[src/design/astc_params.svh]
// Constants for the ADC sequence and trigger controller
//
// Behaviour
// - Regular split mode converts subsequences of n.
// - Each trigger converts the next regular subsequence.
// - Regular done only after final subsequence.
// - After last subsequence, next trigger restarts.
// - Injected split converts one channel per trigger.
// - Last injected split channel raises both dones.
// - Injected trigger has priority, preempts regular.
// - Preempted regular conversion resumes after injection.
// - No preemption in split or auto mode; injected trigger ignored.
// - Auto injection follows regular group directly.
// - Auto plus continuous repeats combined sequence.
// - Stop aborts, discards result, resets, idles.
// - Stop completion clears stop and regular soft start.
// - Window flag on result outside thresholds.
// - Window compares raw result before alignment.
// - Guard selection by group enables, single bit.
// - Rising edge of selected source starts group.
// - Regular select encoding of eight sources.
// - Injected select encoding of eight sources.
// - Regular done stores result, sets done flag.
`ifndef ASTC_PARAMS_SVH
`define ASTC_PARAMS_SVH

`define ASTC_RES_W     12
`define ASTC_DATA_W    16
`define ASTC_PAD_W     4
`define ASTC_POS_W     4
`define ASTC_SUB_W     3
`define ASTC_INJ_W     2
`define ASTC_CH_W      5
`define ASTC_SEL_W     3
`define ASTC_NSRC      8
`define ASTC_POS_RST   4'h0
`define ASTC_SUB_RST   3'h0
`define ASTC_INJ_RST   2'h0
`define ASTC_DATA_RST  16'h0000
`define ASTC_POS_STEP  4'h1
`define ASTC_SUB_STEP  3'h1
`define ASTC_INJ_STEP  2'h1
`define ASTC_PAD_VAL   4'h0

`endif

[src/design/astc_pkg.sv]
// Types for the ADC sequence and trigger controller
`include "astc_params.svh"
package astc_pkg;

   typedef enum logic [3:0] {
      ST_IDLE = 4'b0001,
      ST_REG  = 4'b0010,
      ST_INJ  = 4'b0100,
      ST_STOP = 4'b1000
   } astc_state_e;

   typedef struct packed {
      logic                     converter_enable;
      logic                     scan_enable;
      logic                     continuous_enable;
      logic                     regular_split_enable;
      logic [`ASTC_SUB_W-1:0]   split_group_count;
      logic [`ASTC_POS_W-1:0]   regular_length;
      logic                     injected_split_enable;
      logic [`ASTC_INJ_W-1:0]   injected_sequence_length;
      logic                     auto_injection_enable;
      logic                     regular_trigger_enable;
      logic [`ASTC_SEL_W-1:0]   regular_trigger_select;
      logic                     injected_trigger_enable;
      logic [`ASTC_SEL_W-1:0]   injected_trigger_select;
      logic                     regular_guard_enable;
      logic                     injected_guard_enable;
      logic                     single_channel_guard;
      logic [`ASTC_CH_W-1:0]    guard_channel;
      logic [`ASTC_RES_W-1:0]   high_threshold;
      logic [`ASTC_RES_W-1:0]   low_threshold;
      logic                     window_guard_irq_enable;
      logic                     regular_done_irq_enable;
   } astc_cfg_s;

   typedef struct packed {
      logic timer1_ch1;
      logic timer1_ch2;
      logic timer1_ch3;
      logic timer1_ch4;
      logic timer1_trigger_output;
      logic timer2_trigger_output;
      logic timer2_ch1;
      logic timer3_trigger_output;
      logic timer3_ch4;
      logic timer15_trigger_output;
      logic external_interrupt_line11;
      logic external_interrupt_line15;
   } astc_trig_s;

   typedef struct packed {
      logic                   start;
      logic                   abort;
      logic                   injected;
      logic [`ASTC_POS_W-1:0] rank;
   } astc_core_req_s;

   typedef struct packed {
      logic                   done;
      logic [`ASTC_CH_W-1:0]  channel;
      logic [`ASTC_RES_W-1:0] result;
   } astc_core_rsp_s;

endpackage : astc_pkg

[src/design/astc_sequencer.sv]
// Conversion sequencer, trigger selection and window guard
`timescale 1ns/100ps
`default_nettype none
`include "astc_params.svh"
module astc_sequencer (
   // Clock and reset
   input  wire logic                      clk,
   input  wire logic                      rst_n,
   // Configuration bits
   input  wire astc_pkg::astc_cfg_s       cfg,
   // Hardware trigger sources
   input  wire astc_pkg::astc_trig_s      trig,
   // Software strobes
   input  wire logic                      regular_soft_start_set,
   input  wire logic                      injected_soft_start_set,
   input  wire logic                      conversion_stop_set,
   input  wire logic                      regular_done_clear,
   input  wire logic                      injected_done_clear,
   input  wire logic                      window_guard_clear,
   // Converter core
   output var  astc_pkg::astc_core_req_s  core_req,
   input  wire astc_pkg::astc_core_rsp_s  core_rsp,
   // Status
   output logic                           regular_soft_start,
   output logic                           injected_soft_start,
   output logic                           conversion_stop,
   output logic                           regular_done_flag,
   output logic                           injected_done_flag,
   output logic                           window_guard_flag,
   output logic                           regular_done_irq,
   output logic                           window_guard_irq,
   output logic [`ASTC_DATA_W-1:0]        regular_result
);

   astc_pkg::astc_state_e    state_ff, nxt_state;
   astc_pkg::astc_core_req_s req_ff, nxt_req;
   logic [`ASTC_POS_W-1:0]   reg_pos_ff, nxt_reg_pos;
   logic [`ASTC_SUB_W-1:0]   sub_ff, nxt_sub;
   logic [`ASTC_INJ_W-1:0]   inj_pos_ff, nxt_inj_pos;
   logic                     resume_ff, nxt_resume;
   logic                     reg_soft_ff, nxt_reg_soft;
   logic                     inj_soft_ff, nxt_inj_soft;
   logic                     stop_ff, nxt_stop;
   logic                     reg_prev_ff, nxt_reg_prev;
   logic                     inj_prev_ff, nxt_inj_prev;
   logic [`ASTC_DATA_W-1:0]  result_ff, nxt_result;
   logic                     reg_done_ff, nxt_reg_done;
   logic                     inj_done_ff, nxt_inj_done;
   logic                     guard_ff, nxt_guard;
   logic                     reg_irq_ff, nxt_reg_irq;
   logic                     guard_irq_ff, nxt_guard_irq;
   logic                     ev_reg_done, ev_inj_done, ev_conv;
   logic                     reg_trig, inj_trig, run_ok;
   logic [`ASTC_NSRC-1:0]    reg_src_vec, inj_src_vec;
   logic [`ASTC_POS_W-1:0]   reg_end;
   logic                     guarded, out_of_window;

   // Builds a one-cycle start request for the core
   function automatic astc_pkg::astc_core_req_s launch(
      input logic                   injected,
      input logic [`ASTC_POS_W-1:0] rank
   );
      astc_pkg::astc_core_req_s r;
      r.start    = 1'b1;
      r.abort    = 1'b0;
      r.injected = injected;
      r.rank     = rank;
      return r;
   endfunction : launch

   // Source vectors indexed by the select codes
   assign reg_src_vec = {reg_soft_ff, trig.external_interrupt_line11,
                         trig.timer15_trigger_output,
                         trig.timer3_trigger_output,
                         trig.timer2_trigger_output,
                         trig.timer1_ch3, trig.timer1_ch2,
                         trig.timer1_ch1};
   assign inj_src_vec = {inj_soft_ff, trig.external_interrupt_line15,
                         trig.timer15_trigger_output, trig.timer3_ch4,
                         trig.timer2_ch1, trig.timer2_trigger_output,
                         trig.timer1_ch4,
                         trig.timer1_trigger_output};

   // Rising edges only; a held level never retriggers
   assign reg_trig = cfg.regular_trigger_enable & ~reg_prev_ff &
                     reg_src_vec[cfg.regular_trigger_select];
   assign inj_trig = cfg.injected_trigger_enable & ~inj_prev_ff &
                     inj_src_vec[cfg.injected_trigger_select];
   assign run_ok   = cfg.converter_enable & ~stop_ff;
   // Without scan or split only the first rank is used
   assign reg_end  = (cfg.scan_enable | cfg.regular_split_enable) ?
                     cfg.regular_length : `ASTC_POS_RST;

   // Sequencer next state
   always_comb begin
      nxt_state    = state_ff;
      nxt_req      = req_ff;
      nxt_req.start = 1'b0;
      nxt_req.abort = 1'b0;
      nxt_reg_pos  = reg_pos_ff;
      nxt_sub      = sub_ff;
      nxt_inj_pos  = inj_pos_ff;
      nxt_resume   = resume_ff;
      nxt_reg_soft = reg_soft_ff | regular_soft_start_set;
      nxt_inj_soft = inj_soft_ff | injected_soft_start_set;
      nxt_stop     = stop_ff | conversion_stop_set;
      nxt_reg_prev = reg_src_vec[cfg.regular_trigger_select];
      nxt_inj_prev = inj_src_vec[cfg.injected_trigger_select];
      nxt_result   = result_ff;
      ev_reg_done  = 1'b0;
      ev_inj_done  = 1'b0;
      ev_conv      = 1'b0;
      if (state_ff == astc_pkg::ST_STOP) begin
         // Stop finished: release the bits and rewind
         nxt_stop     = conversion_stop_set;
         nxt_reg_soft = 1'b0;
         nxt_reg_pos  = `ASTC_POS_RST;
         nxt_sub      = `ASTC_SUB_RST;
         nxt_inj_pos  = `ASTC_INJ_RST;
         nxt_resume   = 1'b0;
         nxt_state    = astc_pkg::ST_IDLE;
      end else if (!run_ok) begin
         // Abort drops any pending done; result stays
         nxt_req.abort = (state_ff != astc_pkg::ST_IDLE);
         nxt_reg_pos  = `ASTC_POS_RST;
         nxt_sub      = `ASTC_SUB_RST;
         nxt_inj_pos  = `ASTC_INJ_RST;
         nxt_resume   = 1'b0;
         nxt_state    = stop_ff ? astc_pkg::ST_STOP : astc_pkg::ST_IDLE;
      end else begin
         case (state_ff)
            astc_pkg::ST_IDLE: begin
               if (inj_trig) begin
                  nxt_inj_soft = 1'b0;
                  nxt_req      = launch(1'b1, {2'b00, inj_pos_ff});
                  nxt_resume   = 1'b0;
                  nxt_state    = astc_pkg::ST_INJ;
               end else if (reg_trig) begin
                  nxt_reg_soft = 1'b0;
                  nxt_req      = launch(1'b0, reg_pos_ff);
                  nxt_sub      = `ASTC_SUB_RST;
                  nxt_state    = astc_pkg::ST_REG;
               end
            end
            astc_pkg::ST_REG: begin
               if (inj_trig && !cfg.regular_split_enable &&
                   !cfg.injected_split_enable &&
                   !cfg.auto_injection_enable) begin
                  // Preempt: kill regular, run injected, come back
                  nxt_inj_soft  = 1'b0;
                  nxt_req       = launch(1'b1, `ASTC_POS_RST);
                  nxt_req.abort = 1'b1;
                  nxt_inj_pos   = `ASTC_INJ_RST;
                  nxt_resume    = 1'b1;
                  nxt_state     = astc_pkg::ST_INJ;
               end else if (core_rsp.done) begin
                  ev_conv    = 1'b1;
                  nxt_result = {`ASTC_PAD_VAL, core_rsp.result};
                  if (reg_pos_ff == reg_end) begin
                     ev_reg_done = 1'b1;
                     nxt_reg_pos = `ASTC_POS_RST;
                     nxt_sub     = `ASTC_SUB_RST;
                     if (cfg.auto_injection_enable) begin
                        nxt_req     = launch(1'b1, `ASTC_POS_RST);
                        nxt_inj_pos = `ASTC_INJ_RST;
                        nxt_resume  = 1'b0;
                        nxt_state   = astc_pkg::ST_INJ;
                     end else if (cfg.continuous_enable &&
                                  !cfg.regular_split_enable) begin
                        nxt_req = launch(1'b0, `ASTC_POS_RST);
                     end else begin
                        nxt_state = astc_pkg::ST_IDLE;
                     end
                  end else begin
                     nxt_reg_pos = reg_pos_ff + `ASTC_POS_STEP;
                     if (cfg.regular_split_enable &&
                         sub_ff == cfg.split_group_count) begin
                        nxt_sub   = `ASTC_SUB_RST;
                        nxt_state = astc_pkg::ST_IDLE;
                     end else begin
                        nxt_sub = sub_ff + `ASTC_SUB_STEP;
                        nxt_req = launch(1'b0, nxt_reg_pos);
                     end
                  end
               end
            end
            astc_pkg::ST_INJ: begin
               // Regular triggers are not looked at here
               if (core_rsp.done) begin
                  ev_conv = 1'b1;
                  if (inj_pos_ff == cfg.injected_sequence_length) begin
                     ev_inj_done = 1'b1;
                     ev_reg_done = cfg.injected_split_enable;
                     nxt_inj_pos = `ASTC_INJ_RST;
                  end else begin
                     nxt_inj_pos = inj_pos_ff + `ASTC_INJ_STEP;
                  end
                  if (!ev_inj_done && !cfg.injected_split_enable) begin
                     nxt_req = launch(1'b1, {2'b00, nxt_inj_pos});
                  end else if (resume_ff) begin
                     nxt_req    = launch(1'b0, reg_pos_ff);
                     nxt_resume = 1'b0;
                     nxt_state  = astc_pkg::ST_REG;
                  end else if (ev_inj_done && cfg.auto_injection_enable &&
                               cfg.continuous_enable) begin
                     nxt_req   = launch(1'b0, `ASTC_POS_RST);
                     nxt_state = astc_pkg::ST_REG;
                  end else begin
                     nxt_state = astc_pkg::ST_IDLE;
                  end
               end
            end
            default: nxt_state = astc_pkg::ST_IDLE;
         endcase
      end
   end

   // Sequencer registers
   always_ff @(posedge clk) begin
      if (!rst_n) begin
         state_ff    <= astc_pkg::ST_IDLE;
         req_ff      <= '0;
         reg_pos_ff  <= `ASTC_POS_RST;
         sub_ff      <= `ASTC_SUB_RST;
         inj_pos_ff  <= `ASTC_INJ_RST;
         resume_ff   <= 1'b0;
         reg_soft_ff <= 1'b0;
         inj_soft_ff <= 1'b0;
         stop_ff     <= 1'b0;
         reg_prev_ff <= 1'b0;
         inj_prev_ff <= 1'b0;
         result_ff   <= `ASTC_DATA_RST;
      end else begin
         state_ff    <= nxt_state;
         req_ff      <= nxt_req;
         reg_pos_ff  <= nxt_reg_pos;
         sub_ff      <= nxt_sub;
         inj_pos_ff  <= nxt_inj_pos;
         resume_ff   <= nxt_resume;
         reg_soft_ff <= nxt_reg_soft;
         inj_soft_ff <= nxt_inj_soft;
         stop_ff     <= nxt_stop;
         reg_prev_ff <= nxt_reg_prev;
         inj_prev_ff <= nxt_inj_prev;
         result_ff   <= nxt_result;
      end
   end

   // Guard on the raw core result, alignment never enters
   assign guarded = ((!req_ff.injected & cfg.regular_guard_enable) |
                     (req_ff.injected & cfg.injected_guard_enable)) &
                    (!cfg.single_channel_guard |
                     core_rsp.channel == cfg.guard_channel);
   assign out_of_window = (core_rsp.result < cfg.low_threshold) |
                          (core_rsp.result > cfg.high_threshold);

   // Sticky flags; a set in the clear cycle wins
   always_comb begin
      nxt_reg_done  = (reg_done_ff & ~regular_done_clear) | ev_reg_done;
      nxt_inj_done  = (inj_done_ff & ~injected_done_clear) | ev_inj_done;
      nxt_guard     = (guard_ff & ~window_guard_clear) |
                      (ev_conv & guarded & out_of_window);
      nxt_reg_irq   = nxt_reg_done & cfg.regular_done_irq_enable;
      nxt_guard_irq = nxt_guard & cfg.window_guard_irq_enable;
   end

   // Flag registers
   always_ff @(posedge clk) begin
      if (!rst_n) begin
         reg_done_ff  <= 1'b0;
         inj_done_ff  <= 1'b0;
         guard_ff     <= 1'b0;
         reg_irq_ff   <= 1'b0;
         guard_irq_ff <= 1'b0;
      end else begin
         reg_done_ff  <= nxt_reg_done;
         inj_done_ff  <= nxt_inj_done;
         guard_ff     <= nxt_guard;
         reg_irq_ff   <= nxt_reg_irq;
         guard_irq_ff <= nxt_guard_irq;
      end
   end

   // Outputs straight from registers
   assign core_req            = req_ff;
   assign regular_soft_start  = reg_soft_ff;
   assign injected_soft_start = inj_soft_ff;
   assign conversion_stop     = stop_ff;
   assign regular_done_flag   = reg_done_ff;
   assign injected_done_flag  = inj_done_ff;
   assign window_guard_flag   = guard_ff;
   assign regular_done_irq    = reg_irq_ff;
   assign window_guard_irq    = guard_irq_ff;
   assign regular_result      = result_ff;
endmodule : astc_sequencer
`default_nettype wire

[config.mk]
export PLATFORM = sky130hd
export DESIGN_NAME = astc_sequencer
export DESIGN_NICKNAME = d
export VERILOG_FILES = /design/src/design/astc_pkg.sv /design/src/design/astc_sequencer.sv
export VERILOG_INCLUDE_DIRS = /design/src /design/src/design
export SDC_FILE = /design/constraint.sdc
export NUM_CORES = 1
export LEC_CHECK = 0
export ABC_AREA = 1
export BUFFER_PORTS_ARGS = -buffer_cell sky130_fd_sc_hd__buf_2
export CORE_ASPECT_RATIO = 1.5
export CORE_MARGIN = 2
export CORE_UTILIZATION = 28
export CTS_CLUSTER_SIZE = 25
export DETAILED_ROUTE_END_ITERATION = 7
export REMOVE_ABC_BUFFERS = 1
export SETUP_SLACK_MARGIN = 0.1
export SLEW_MARGIN = 30
export SYNTH_ARGS = -nofsm -noshare
export SYNTH_HDL_FRONTEND = slang
export SYNTH_SLANG_ARGS = --single-unit
[constraint.sdc]
create_clock -name clk -period 1.4 [get_ports clk]
set_input_delay 0.14 -clock clk [delete_from_list [all_inputs] [get_ports clk]]
set_output_delay 0.14 -clock clk [all_outputs]
set_load 0.005 [all_outputs]
# Yosys cells after proc, flatten, opt, wreduce, memory -nomap -nowiden
# Index checks and enable logic that the tools add are counted.
word_totals:
  regBits: 43
  wordCells: 206
  output_inout_bits: 31
op_classes:
  n_bitwise: 35
  addsub: 3
  reduce_logical: 26
  magnitude_cmp: 4
  n_mux: 89
  eq_ne: 29
op_table:
  columns: ["cell", "count"]
  rows:
  - ["two-way mux 7 bit", 12]
  - ["two-way mux 4 bit", 15]
  - ["two-way mux 1 bit", 39]
  - ["case mux 7 bit (3 select lines)", 1]
  - ["two-way mux 3 bit", 6]
  - ["inequality test 3 bit (second input constant)", 6]
  - ["inequality test 4 bit (second input constant)", 4]
  - ["AND 1 bit", 15]
  - ["AND reduction 5 bit", 3]
  - ["two-way mux 2 bit", 7]
  - ["inequality test 2 bit (second input constant)", 7]
  - ["greater-than comparator 12 bit", 1]
  - ["< comparator 12 bit", 1]
  - ["case mux 4 bit (3 select lines)", 1]
  - ["inequality test 5 bit (second input constant)", 2]
  - ["NOT 1 bit", 10]
  - ["bitwise OR 1 bit", 10]
  - ["AND reduction 9 bit", 1]
  - ["logical AND 1 bit", 8]
  - ["< comparator 3 x 4 -> 1 bit (second input constant)", 2]
  - ["AND reduction 7 bit", 1]
  - ["binary-select mux 1 bit (select 3 bit)", 2]
  - ["zero test 1 bit", 6]
  - ["inequality test 6 bit (second input constant)", 1]
  - ["other kinds (22)", 25]

# Logic depth before layout (Yosys ltp)
# Gate-level depths: netlist of the first run.
logic_depth:
  depth_word: 14
  mapped_depth: 16
  depth_no_buf: 16

# Worst setup path after synthesis of the first run
# No wires, ideal clock.
synth_timing:
  kind: "register to register"
  startpoint: "register state_ff[2]"
  endpoint: "register req_ff (netlist bit core_req[0])"
  n_path_buf: 0
  setup_time_ns: 0.132
  stages_incl_launch_ff: 12
  arrival_time_ns: 1.414
  path_slack_ns: -0.146
  synth_period_minus_slack_ns: 1.546
  path_cell_list: "dfxtp_1 inv_2 nand2_1 nor3_4 nor2_1 nand2_1 nand2_1 nand3b_4 nor2_4 nand2_2 nand2_1 a21oi_1"
synth_via:
  elab_chain_cells: 3
  word_cells_on_any_way: 14
  classes_between: "eq/ne: 10; mux: 1; bitwise: 1; reduce/logical: 2"
synth_rtl:
  columns: ["element", "line", "rtl"]
  rows:
  - ["start: declaration", "astc_sequencer.sv:35", "astc_pkg::astc_state_e state_ff, nxt_state;"]
  - ["start signal: assignment", "astc_sequencer.sv:221", "state_ff <= astc_pkg::ST_IDLE;"]
  - ["start signal: assignment", "astc_sequencer.sv:234", "state_ff <= nxt_state;"]
  - ["equality test 4 x 2 -> 1 bit (tied with other cells)", "astc_sequencer.sv:131", "case (state_ff)"]
  - ["inequality test 5 bit (no line) (tied with other cells)", null, null]
  - ["AND reduction 9 bit (no line)", null, null]
  - ["end signal: assignment", "astc_sequencer.sv:235", "req_ff <= nxt_req;"]
  - ["end: declaration", "astc_sequencer.sv:36", "astc_pkg::astc_core_req_s req_ff, nxt_req;"]
# Parallel ways exist; a longest one is shown, timed or not.
# A chain may end at the register's enable or synchronous reset.

# Final worst setup path of the first run
layout_timing:
  startpoint: "register inj_soft_ff, in the netlist injected_soft_start"
  endpoint: "register req_ff (netlist bit core_req[4])"
layout_via:
  elab_chain_cells: 8
  word_cells_on_any_way: 14
  classes_between: "eq/ne: 4; mux: 5; bitwise: 1; reduce/logical: 4"
layout_rtl:
  columns: ["element", "line", "rtl"]
  rows:
  - ["start: declaration", "astc_sequencer.sv:42", "logic inj_soft_ff, nxt_inj_soft;"]
  - ["start signal: assignment", "astc_sequencer.sv:241", "inj_soft_ff <= nxt_inj_soft;"]
  - ["binary-select mux 1 bit (select 3 bit) (*)", "astc_sequencer.sv:88", "inj_src_vec[cfg.injected_trigger_select];"]
  - ["two-way mux 1 bit (not written as such) (*)", "astc_sequencer.sv:88", null]
  - ["AND 1 bit (*)", "astc_sequencer.sv:87", "assign inj_trig = cfg.injected_trigger_enable & ~inj_prev_ff &"]
  - ["logical AND 1 bit (2 in a row)", "astc_sequencer.sv:146", "if (inj_trig && !cfg.regular_split_enable &&"]
  - ["logical AND 1 bit", "astc_sequencer.sv:147", "!cfg.injected_split_enable &&"]
  - ["inequality test 5 bit (no line) (tied with other cells)", null, null]
  - ["AND reduction 9 bit (no line) or case mux 7 bit (3 select lines) (tied branches)", null, null]
# Every way passes the cells marked *; elsewhere a longest branch is shown, timed or not. The select of a mux whose other input is x is not followed.

==> qor.yml, run 1 <==
cells_and_area:
  area_growth_syn_to_layout_pct: 62.6
  layout.nets: 890
  final_cell_area_sq_mm: 0.00561
  drive_gt1_share_pct: 45.7
  final_cell_count_no_fill: 923
  n_antenna_cell: 0
synth:
  yosys.area.top_type: "dfxtp_1"
  async_flop_share_pct: 0
  avgSynthCellArea_sq_um: 6.36
  ys_top_cells_by_area: "dfxtp_1 (25%), nand2_1 (14%), inv_1 (9.8%)"
  synth_common_cells: "nand2_1 (128), inv_1 (90), nor2_1 (47)"
  yosysMostFrequentCell: "nand2_1"
  synth_top_area_share_pct: 25.0
  synth_cell_types: 42
  syn_area_sq_mm: 0.00345
  synth_edf_count: 0
  yosys_warnings: 0
  syn_inst: 542
  synth-main-ff-cell: "dfxtp_1"
  ys_seq_elements: 43
  ys_seq_area_share_pct: 25.0
worst_setup_path:
  worst_path_largest_cell_delay_ns: 0.33
  cpLargestDelayFamily: "simple AND/OR/NAND/NOR gates"
  critical_path.cell_chain: "inv_2 -> nand2_2 -> nand3_2 -> nand2_2 -> nand2_2 -> nand2_4 -> buf_12 -> nand2_8 -> nor2_4 -> a21oi_1 -> nand3_1 -> nand3_1 -> a21oi_2"
  cp_data_arrival_time_ns: 1.85
  critical_path_buf_inv_count: 2
  reg2regPathDepth: 13
  cp_num_cells: 13
  crit_slowest_cell: "dfxtp_2"
  crit_fanout: 6
  cp.required_ns: 1.63
  cp-end-kind: "flip-flop"
  r2r_end: "core_req[4]$_SDFFE_PN0P_"
  path_class: "reg -> reg"
  rrSetupSlack_ns: -0.22
  r2r_start: "injected_soft_start$_SDFF_PN0_"
  setup.worst_path.start: "injected_soft_start$_SDFF_PN0_"
  crit_top_cell: "nand2_2"
  endpoint: "core_req[4]$_SDFFE_PN0P_"
  startpoint_type: "flip-flop"
die:
  start_util_pct: 28.7
  die_w_um: 94.6
  coreArea_sq_mm: 0.0120
  ios: 126
  dieArea_sq_mm: 0.0132
  row_count: 49
  die_h_um: 140
power_and_ir_drop:
  power.share.combinational_pct: 33.1
  p_leak_nw: 2.88
  switching_power_mw: 1.19
  seqPwrFrac_pct: 33.1
  peakVddDrop_uv: 514
  p_sw_share_pct: 30.5
  p_int_mw: 2.71
  p_clk_share_pct: 33.8
  pwr_density_cell_mw_per_mm2: 695
outcome:
  status: "finished, violations left"
  violations: "negative setup slack"
global_routing:
  antenna_found_initial: 0
  grt_max_degree: 15
  gr-usage-all-layers_pct: 16.3
  grt-ovfl-total: 0
  grt_pass1_wl_um: 17500
  grt_pass1_vias: 4041
hold_path:
  whs_path_depth: 2
  hp-class: "in -> reg"
route:
  vias: 4137
  ant_nets: 0
  routed_wl_um: 10700
  avgViaCountPerCell: 4.48
  drc: 0
  wire_per_inst_um: 11.6
  drtIter0Drc: 156
  dr.pass1.iters: 4
timing:
  post-route-period-util_pct: 116
  setup-violations-final: 38
  max_clock_freq_ghz: 0.618
  clock-skew-final_ns: 0.00466
  holdWs_ns: 0.0282
  rsz0062_at_grt: "yes"
  setup_ws_ns: -0.219
  hold_violations: 0
  period_needed_ns: 1.62
  maxSlewViolCount: 0
placement:
  gp_congestion: 0.854
  placed_cells: 896
  port_buffers: 121
  dpl-instance-area_sq_mm: 0.00485
  hpwl_um: 8560
  pre_cts_slack_ns: -0.277
clock_network:
  cts_buffer_depth: 2
  cts-root-buf: "clkbuf_16"
  cts_buffers: 5
  clk_latency_ns: 0.29
  holdBufCountCts: 0
  cts_sinks: 43
  cts_tree: "done"
  htreeDepth: 2
  path_clk_slew_ns: 0.06
flow_run:
  max_cap_viol_count: 0
==> metrics by stage <==
step           total power [mW]  TNS (ns)  utilization (%)
2_1_floorplan              1.84     -5.53                -
3_3_place_gp               2.34     -7.58             40.4
3_5_place_dp               2.35     -8.20             40.4
4_1_cts                    3.80     -4.89             44.6
5_1_grt                    4.11     -9.74             46.7
6_report                   3.90     -4.77             46.7
==> cells by family after synthesis <==
family	Yosys count	synth area share [%]
other	1	0.109
adder cells (fa/ha/maj)	25	9.07
AND/OR/NAND/NOR	260	36.0
AO/OA/AOI/OAI	86	13.3
multiplexers	1	0.290
flip-flops	43	25.0
buffers and inverters	114	13.2
XOR/XNOR	12	3.05
==> power by group through the flow <==
stage | registers [mW] | logic, mW | clock network [mW]
after floorplan | 1.31 | 0.531 | 0
after global placement | 1.31 | 1.04 | 0
after detailed placement | 1.31 | 1.04 | 0
after CTS | 1.29 | 1.17 | 1.35
after global routing | 1.29 | 1.43 | 1.39
final | 1.29 | 1.29 | 1.32
==> sequential cells by signal, summed over array words and instances (netlist names), 2 cells and up <==
signal	flops
core_req	7
inj_pos_ff	2
reg_pos_ff	4
regular_result	12
state_ff	4
sub_ff	3
==> layout make-up <==
| cell class | instances | area (sq um) |
|---|---|---|
| clock buffer | 6 | 129 |
| clock inverter | 1 | 30.0 |
| fill | 1277 | 6410 |
| inverter | 103 | 410 |
| multi-input combinational | 391 | 2510 |
| sequential | 43 | 876 |
| tap | 153 | 191 |
| timing repair buffer | 226 | 1470 |
==> layer usage <==
| layer | vias up | share of wire, % | GRT usage (%) |
|---|---|---|---|
| li1 | 2172 | - | - |
| met2 | 91 | 54 | 30.6 |
| met1 | 1849 | 38 | 16.9 |
| met5 | - | 0 | 0 |
| met3 | 25 | 5.1 | 3.60 |
| met4 | 0 | 3.0 | 7.02 |
==> worst min-delay path by stage <==
stage,end,startpoint
6_report,injected_done_flag$_SDFF_PN0_,injected_done_clear
5_1_grt,injected_done_flag$_SDFF_PN0_,injected_done_clear
4_1_cts,injected_done_flag$_SDFF_PN0_,injected_done_clear
3_5_place_dp,injected_done_flag$_SDFF_PN0_,injected_done_clear
3_3_place_gp,injected_done_flag$_SDFF_PN0_,injected_done_clear
2_1_floorplan,injected_done_flag$_SDFF_PN0_,injected_done_clear
==> placed cells by master, fill, tap and decap left out, types with 2 or more instances in the layout <==
cell type	instances
nand3b_1	4
o21ai_1	12
a21oi_2	10
inv_1	84
ha_1	25
inv_4	4
dfxtp_2	9
o21ai_0	14
buf_2	121
xor2_1	6
nand3_4	6
xnor2_2	2
nor2_4	12
nand3_2	8
nor2_1	34
nand2_8	2
inv_6	2
nor3_4	2
xnor2_1	4
dfxtp_1	33
buf_4	88
nand4_1	7
a21oi_1	36
buf_6	16
inv_2	12
conb_1	4
clkbuf_16	5
nor3_1	8
nor2_2	10
nand2_1	112
nand3_1	27
o21ai_2	6
nand2_4	7
nand2_2	19
==> what timing repair did <==
| item | in CTS | in global routing |
|---|---|---|
| hold endpoints to repair | 0 | 0 |
| endpoints found under the setup margin | 39 | 39 |
| setup buffers | 13 | 5 |
| pin swaps | 27 | 12 |
| resized for setup | 72 | 54 |
| gates cloned | 2 | 1 |
Note: power is estimated with default switching activity, not from simulation.
==> inputs of run 2 (changes only) <==
==> constraint.sdc (replaced) <==
create_clock -name clk -period 1.55 [get_ports clk]
set_input_delay 0.155 -clock clk [delete_from_list [all_inputs] [get_ports clk]]
set_output_delay 0.155 -clock clk [all_outputs]
set_load 0.005 [all_outputs]
==> qor.yml, run 2 (synthesis results as in run 1) <==
worst_setup_path:
  crit_top_cell: "nand2_4"
  rrSetupSlack_ns: -0.05
  startpoint_type: "flip-flop"
  crit_slowest_cell: "dfxtp_2"
  cpLargestDelayFamily: "simple AND/OR/NAND/NOR gates"
  cp-end-kind: "flip-flop"
  reg2regPathDepth: 12
  critical_path.cell_chain: "inv_2 -> nand2_4 -> buf_6 -> nor2_4 -> inv_4 -> nand2_4 -> nand2_4 -> nand3b_4 -> nor2_4 -> nand2_4 -> nand2_2 -> a21oi_2"
  setup.worst_path.start: "state_ff[2]$_SDFFE_PP0P_"
  r2r_end: "core_req[3]$_SDFFE_PN0P_"
  worst_path_largest_cell_delay_ns: 0.32
  critical_path_buf_inv_count: 3
  path_class: "reg -> reg"
  cp_num_cells: 12
  cp_data_arrival_time_ns: 1.78
  cp.required_ns: 1.74
  crit_fanout: 6
  r2r_start: "state_ff[2]$_SDFFE_PP0P_"
  endpoint: "core_req[3]$_SDFFE_PN0P_"
clock_network:
  cts_sinks: 43
  cts-root-buf: "clkbuf_16"
  cts_buffer_depth: 2
  cts_buffers: 5
  htreeDepth: 2
  cts_tree: "done"
  path_clk_slew_ns: 0.06
  clk_latency_ns: 0.29
timing:
  holdWs_ns: 0.0519
  rsz0062_at_grt: "yes"
  period_needed_ns: 1.60
  clock-skew-final_ns: 0.00414
  setup_ws_ns: -0.0470
  post-route-period-util_pct: 103
  hold_violations: 0
  setup-violations-final: 24
  max_clock_freq_ghz: 0.626
  maxSlewViolCount: 0
hold_path:
  min_from: "injected_done_clear"
  hp-class: "in -> reg"
global_routing:
  grt_pass1_wl_um: 17000
  antenna_found_initial: 0
  grt_max_degree: 15
  gr-usage-all-layers_pct: 16.1
  grt_pass1_vias: 3898
  grt-ovfl-total: 0
placement:
  port_buffers: 121
  hpwl_um: 8540
  pre_cts_slack_ns: -0.134
  gp_congestion: 0.882
route:
  drc: 0
  dr.pass1.iters: 4
  vias: 4064
  avgViaCountPerCell: 4.47
  ant_nets: 0
  wire_per_inst_um: 11.8
  drtIter0Drc: 150
  routed_wl_um: 10700
cells_and_area:
  drive_gt1_share_pct: 43.5
  final_cell_mix: "buf_2 (121), nand2_1 (106), inv_1 (87), buf_4 (79), a21oi_1 (40)"
  n_antenna_cell: 0
  area_growth_syn_to_layout_pct: 56.9
  largest_reg_flops: 12
  layout.nets: 876
  final_common_cell: "buf_2"
power_and_ir_drop:
  pwr_density_cell_mw_per_mm2: 613
  design_power_total_mw: 3.32
  p_leak_nw: 2.82
  peakVddDrop_uv: 438
outcome:
  status: "finished, violations left"
  violations: "negative setup slack"
flow_run:
  max_cap_viol_count: 0
die:
  ios: 126
  coreArea_sq_mm: 0.0120
  die_h_um: 140
  row_count: 49
  start_util_pct: 28.7
  dieArea_sq_mm: 0.0132
  die_w_um: 94.6
[run 2: stage by stage]
| stage | TNS (ns) | cells | instance area [sq um] | util, % |
|---|---|---|---|---|
| 2_1_floorplan | -1.28 | 534 | 3390 | - |
| 3_3_place_gp | -2.65 | 883 | 4750 | 39.5 |
| 3_5_place_dp | -2.84 | 883 | 4750 | 39.5 |
| 4_1_cts | -0.813 | 905 | 5160 | 42.9 |
| 5_1_grt | -3.87 | 910 | 5410 | 45.0 |
| 6_report | -0.578 | 910 | 5410 | 45.0 |
[run 2: repair_timing]
action / in CTS / in global routing
endpoints found under the setup margin: 39 / 39
endpoints found under the hold margin: 0 / 0
gates resized for setup: 49 / 63
pin swaps: 17 / 28
hold buffers: 0 / 0
gates cloned: 3 / 0
buffers inserted: 11 / 5
[run 2: worst min path at each step]
| stage | to | slack (ns) | cells after the start |
|---|---|---|---|
| finish | injected_done_flag$_SDFF_PN0_ | 0.05 | 2 |
| global route | injected_done_flag$_SDFF_PN0_ | 0.07 | 2 |
| CTS | injected_done_flag$_SDFF_PN0_ | 0.05 | 2 |
| detailed placement | injected_done_flag$_SDFF_PN0_ | 0.36 | 2 |
| global placement | injected_done_flag$_SDFF_PN0_ | 0.35 | 2 |
| floorplan | injected_done_flag$_SDFF_PN0_ | 0.27 | 1 |
[run 2: area by class of cell]
type	instances	area (sq um)
multi-input cells	391	2470
well taps	153	191
clock inverters	1	5.00
flip-flops and latches	43	872
repair buffers	212	1330
clock buffers	7	133
fillers	1286	6610
inverters	103	407
[run 2: routing by layer]
| metal | wire length, um | GRT usage [%] | vias to the layer above | share of wire (%) |
|---|---|---|---|---|
| met5 | 0 | 0 | - | 0 |
| met4 | 321 | 5.64 | 0 | 3.0 |
| met3 | 588 | 3.93 | 24 | 5.5 |
| met2 | 5800 | 30.2 | 96 | 54 |
| met1 | 3990 | 16.9 | 1797 | 37 |
| li1 | - | - | 2147 | - |
[run 2: report_power, final]
part | switching [mW] | internal (mW) | total, mW
logic | 0.597 | 0.517 | 1.11
clock network | 0.440 | 0.596 | 1.04
registers | 0.0263 | 1.14 | 1.17
==> inputs of run 3 (changes only) <==
==> constraint.sdc (replaced) <==
create_clock -name clk -period 1.55 [get_ports clk]
set_input_delay 0.31 -clock clk [delete_from_list [all_inputs] [get_ports clk]]
set_output_delay 0.31 -clock clk [all_outputs]
set_load 0.005 [all_outputs]
==> qor.yml, run 3 (synthesis results as in run 1) <==
cells_and_area:
  n_antenna_cell: 0
  largest_reg_flops: 12
  utilization_pct: 45.3
  final_common_cell: "buf_2"
  area_growth_syn_to_layout_pct: 57.6
  final_cell_mix: "buf_2 (121), nand2_1 (114), inv_1 (86), buf_4 (81)"
  drive_gt1_share_pct: 43.8
  fill_cells: 1275
  final_cell_count_no_fill: 909
  layout.nets: 875
power_and_ir_drop:
  p_int_mw: 2.45
  design_power_total_mw: 3.50
  seqPwrFrac_pct: 33.2
  switching_power_mw: 1.05
  p_leak_nw: 2.85
  peakVddDrop_uv: 402
  power.share.combinational_pct: 30.9
  pwr_density_cell_mw_per_mm2: 643
  p_sw_share_pct: 30.1
  p_clk_share_pct: 35.8
clock_network:
  cts_tree: "done"
  cts-root-buf: "clkbuf_16"
  cts_buffer_depth: 2
  path_clk_slew_ns: 0.06
  cts_sinks: 43
  htreeDepth: 2
  cts_buffers: 5
  holdBufCountCts: 0
  clk_latency_ns: 0.29
worst_setup_path:
  critical_path.cell_chain: "inv_2 -> nand2_2 -> nand3_2 -> nand2_2 -> nand2_2 -> nand2_4 -> nand4_4 -> nand2_4 -> inv_8 -> buf_6 -> nand2_4 -> nand2_2 -> nand3_2 -> nand2_1 -> nand2_1 -> nor2_1"
  critical_path_buf_inv_count: 3
  crit_fanout: 5
  crit_top_cell: "nand2_2"
  worst_path_largest_cell_delay_ns: 0.33
  cp-end-kind: "flip-flop"
  cp_data_arrival_time_ns: 1.79
  cp.required_ns: 1.73
  startpoint_type: "flip-flop"
  crit_slowest_cell: "dfxtp_2"
  path_class: "reg -> reg"
  cpLargestDelayFamily: "simple AND/OR/NAND/NOR gates"
route:
  vias: 4029
  drtIter0Drc: 163
  avgViaCountPerCell: 4.43
  drc: 0
  routed_wl_um: 10500
  wire_per_inst_um: 11.5
  ant_nets: 0
  dr.pass1.iters: 4
timing:
  post-route-period-util_pct: 103
  max_clock_freq_ghz: 0.624
  setup-violations-final: 20
  rsz0062_at_grt: "yes"
  maxSlewViolCount: 0
  clock-skew-final_ns: 0.00636
  setup_ws_ns: -0.0516
  hold_violations: 0
  period_needed_ns: 1.60
die:
  ios: 126
  die_w_um: 94.6
  die_h_um: 140
  start_util_pct: 28.7
  dieArea_sq_mm: 0.0132
  coreArea_sq_mm: 0.0120
  row_count: 49
outcome:
  violations: "negative setup slack"
  status: "finished, violations left"
global_routing:
  grt_max_degree: 15
  grt-ovfl-total: 0
  grt_pass1_wl_um: 16900
  antenna_found_initial: 0
  grt_pass1_vias: 3934
  gr-usage-all-layers_pct: 15.9
placement:
  pre_cts_slack_ns: -0.308
  port_buffers: 121
  placed_cells: 893
  gp_congestion: 0.888
  hpwl_um: 8520
hold_path:
  hp-class: "in -> reg"
flow_run:
  max_cap_viol_count: 0
[run 3: changes by cell type in the layout (fill, tap and decap cells not counted), moves of 2 or more]
cell and change:
inv_2 +2, nand3_4 -3, a21oi_1 -5, nor2_4 -2, buf_6 -3, nand2_4 +2
nor2_2 +2, buf_4 +2, nand2_1 +8, clkbuf_1 -2, buf_12 +2, a21oi_2 +4
nand2_2 -9
[run 3: layout make-up]
class                           count  area [sq um]  area share [%]
Sequential cell                    43           870            16.0
Multi-Input combinational cell    389          2440            44.9
Clock inverter                      2          35.0           0.644
Clock buffer                        6           139            2.55
Timing Repair Buffer              213          1360            24.9
Tap cell                          153           191            3.52
Inverter                          103           404            7.43
[run 3: what timing repair did]
item                                    in CTS  in global routing
gates resized for setup                     50                 55
setup buffers                                1                  6
pin swaps                                   15                 22
endpoints found under the setup margin      38                 38
cloned                                       1                  0
[run 3: power by group through the flow]
stage,Combinational (mW),Sequential (mW),Clock (mW)
5_1_grt,1.21,1.17,1.33
3_3_place_gp,0.933,1.18,0
6_report,1.08,1.16,1.25
4_1_cts,1.02,1.16,1.29
3_5_place_dp,0.938,1.18,0
2_1_floorplan,0.480,1.18,0
[run 3: worst register-to-register path, cell delays in order, from the launching register on]
cell     delay [ns]
dfxtp_2        0.33
inv_2          0.03
nand2_2        0.05
nand3_2        0.08
nand2_2        0.07
nand2_2        0.06
nand2_4        0.09
nand4_4        0.12
nand2_4        0.13
inv_8          0.06
buf_6          0.12
nand2_4        0.08
nand2_2        0.06
nand3_2        0.06
nand2_1        0.05
nand2_1        0.06
nor2_1         0.03
[run 3: path summary, 6_finish.rpt]
check / from / endpoint / slack, ns / depth (start not counted)
min: injected_done_clear / injected_done_flag$_SDFF_PN0_ / 0.21 / 2
min reg2reg: regular_result[3]$_SDFFE_PN0P_ / regular_result[3]$_SDFFE_PN0P_ / 0.44 / 2
max reg2reg: injected_soft_start$_SDFF_PN0_ / window_guard_irq$_SDFF_PN0_ / -0.05 / 16
max: injected_soft_start$_SDFF_PN0_ / window_guard_irq$_SDFF_PN0_ / -0.05 / 16
[run 3: through the flow]
stage	hold slack [ns]	setup TNS (ns)	instance area, sq um
2_1_floorplan	0.421	-1.28	3390
3_3_place_gp	0.428	-6.63	4850
3_5_place_dp	0.437	-7.33	4850
4_1_cts	0.203	-1.64	5200
5_1_grt	0.223	-3.99	5440
6_report	0.215	-0.565	5440
[run 3: routing by layer]
| layer | routed length, um | GRT usage [%] |
|---|---|---|
| met3 | 722 | 4.20 |
| met1 | 3890 | 16.3 |
| met4 | 237 | 5.72 |
| met5 | 0 | 0 |
| met2 | 5620 | 30.0 |
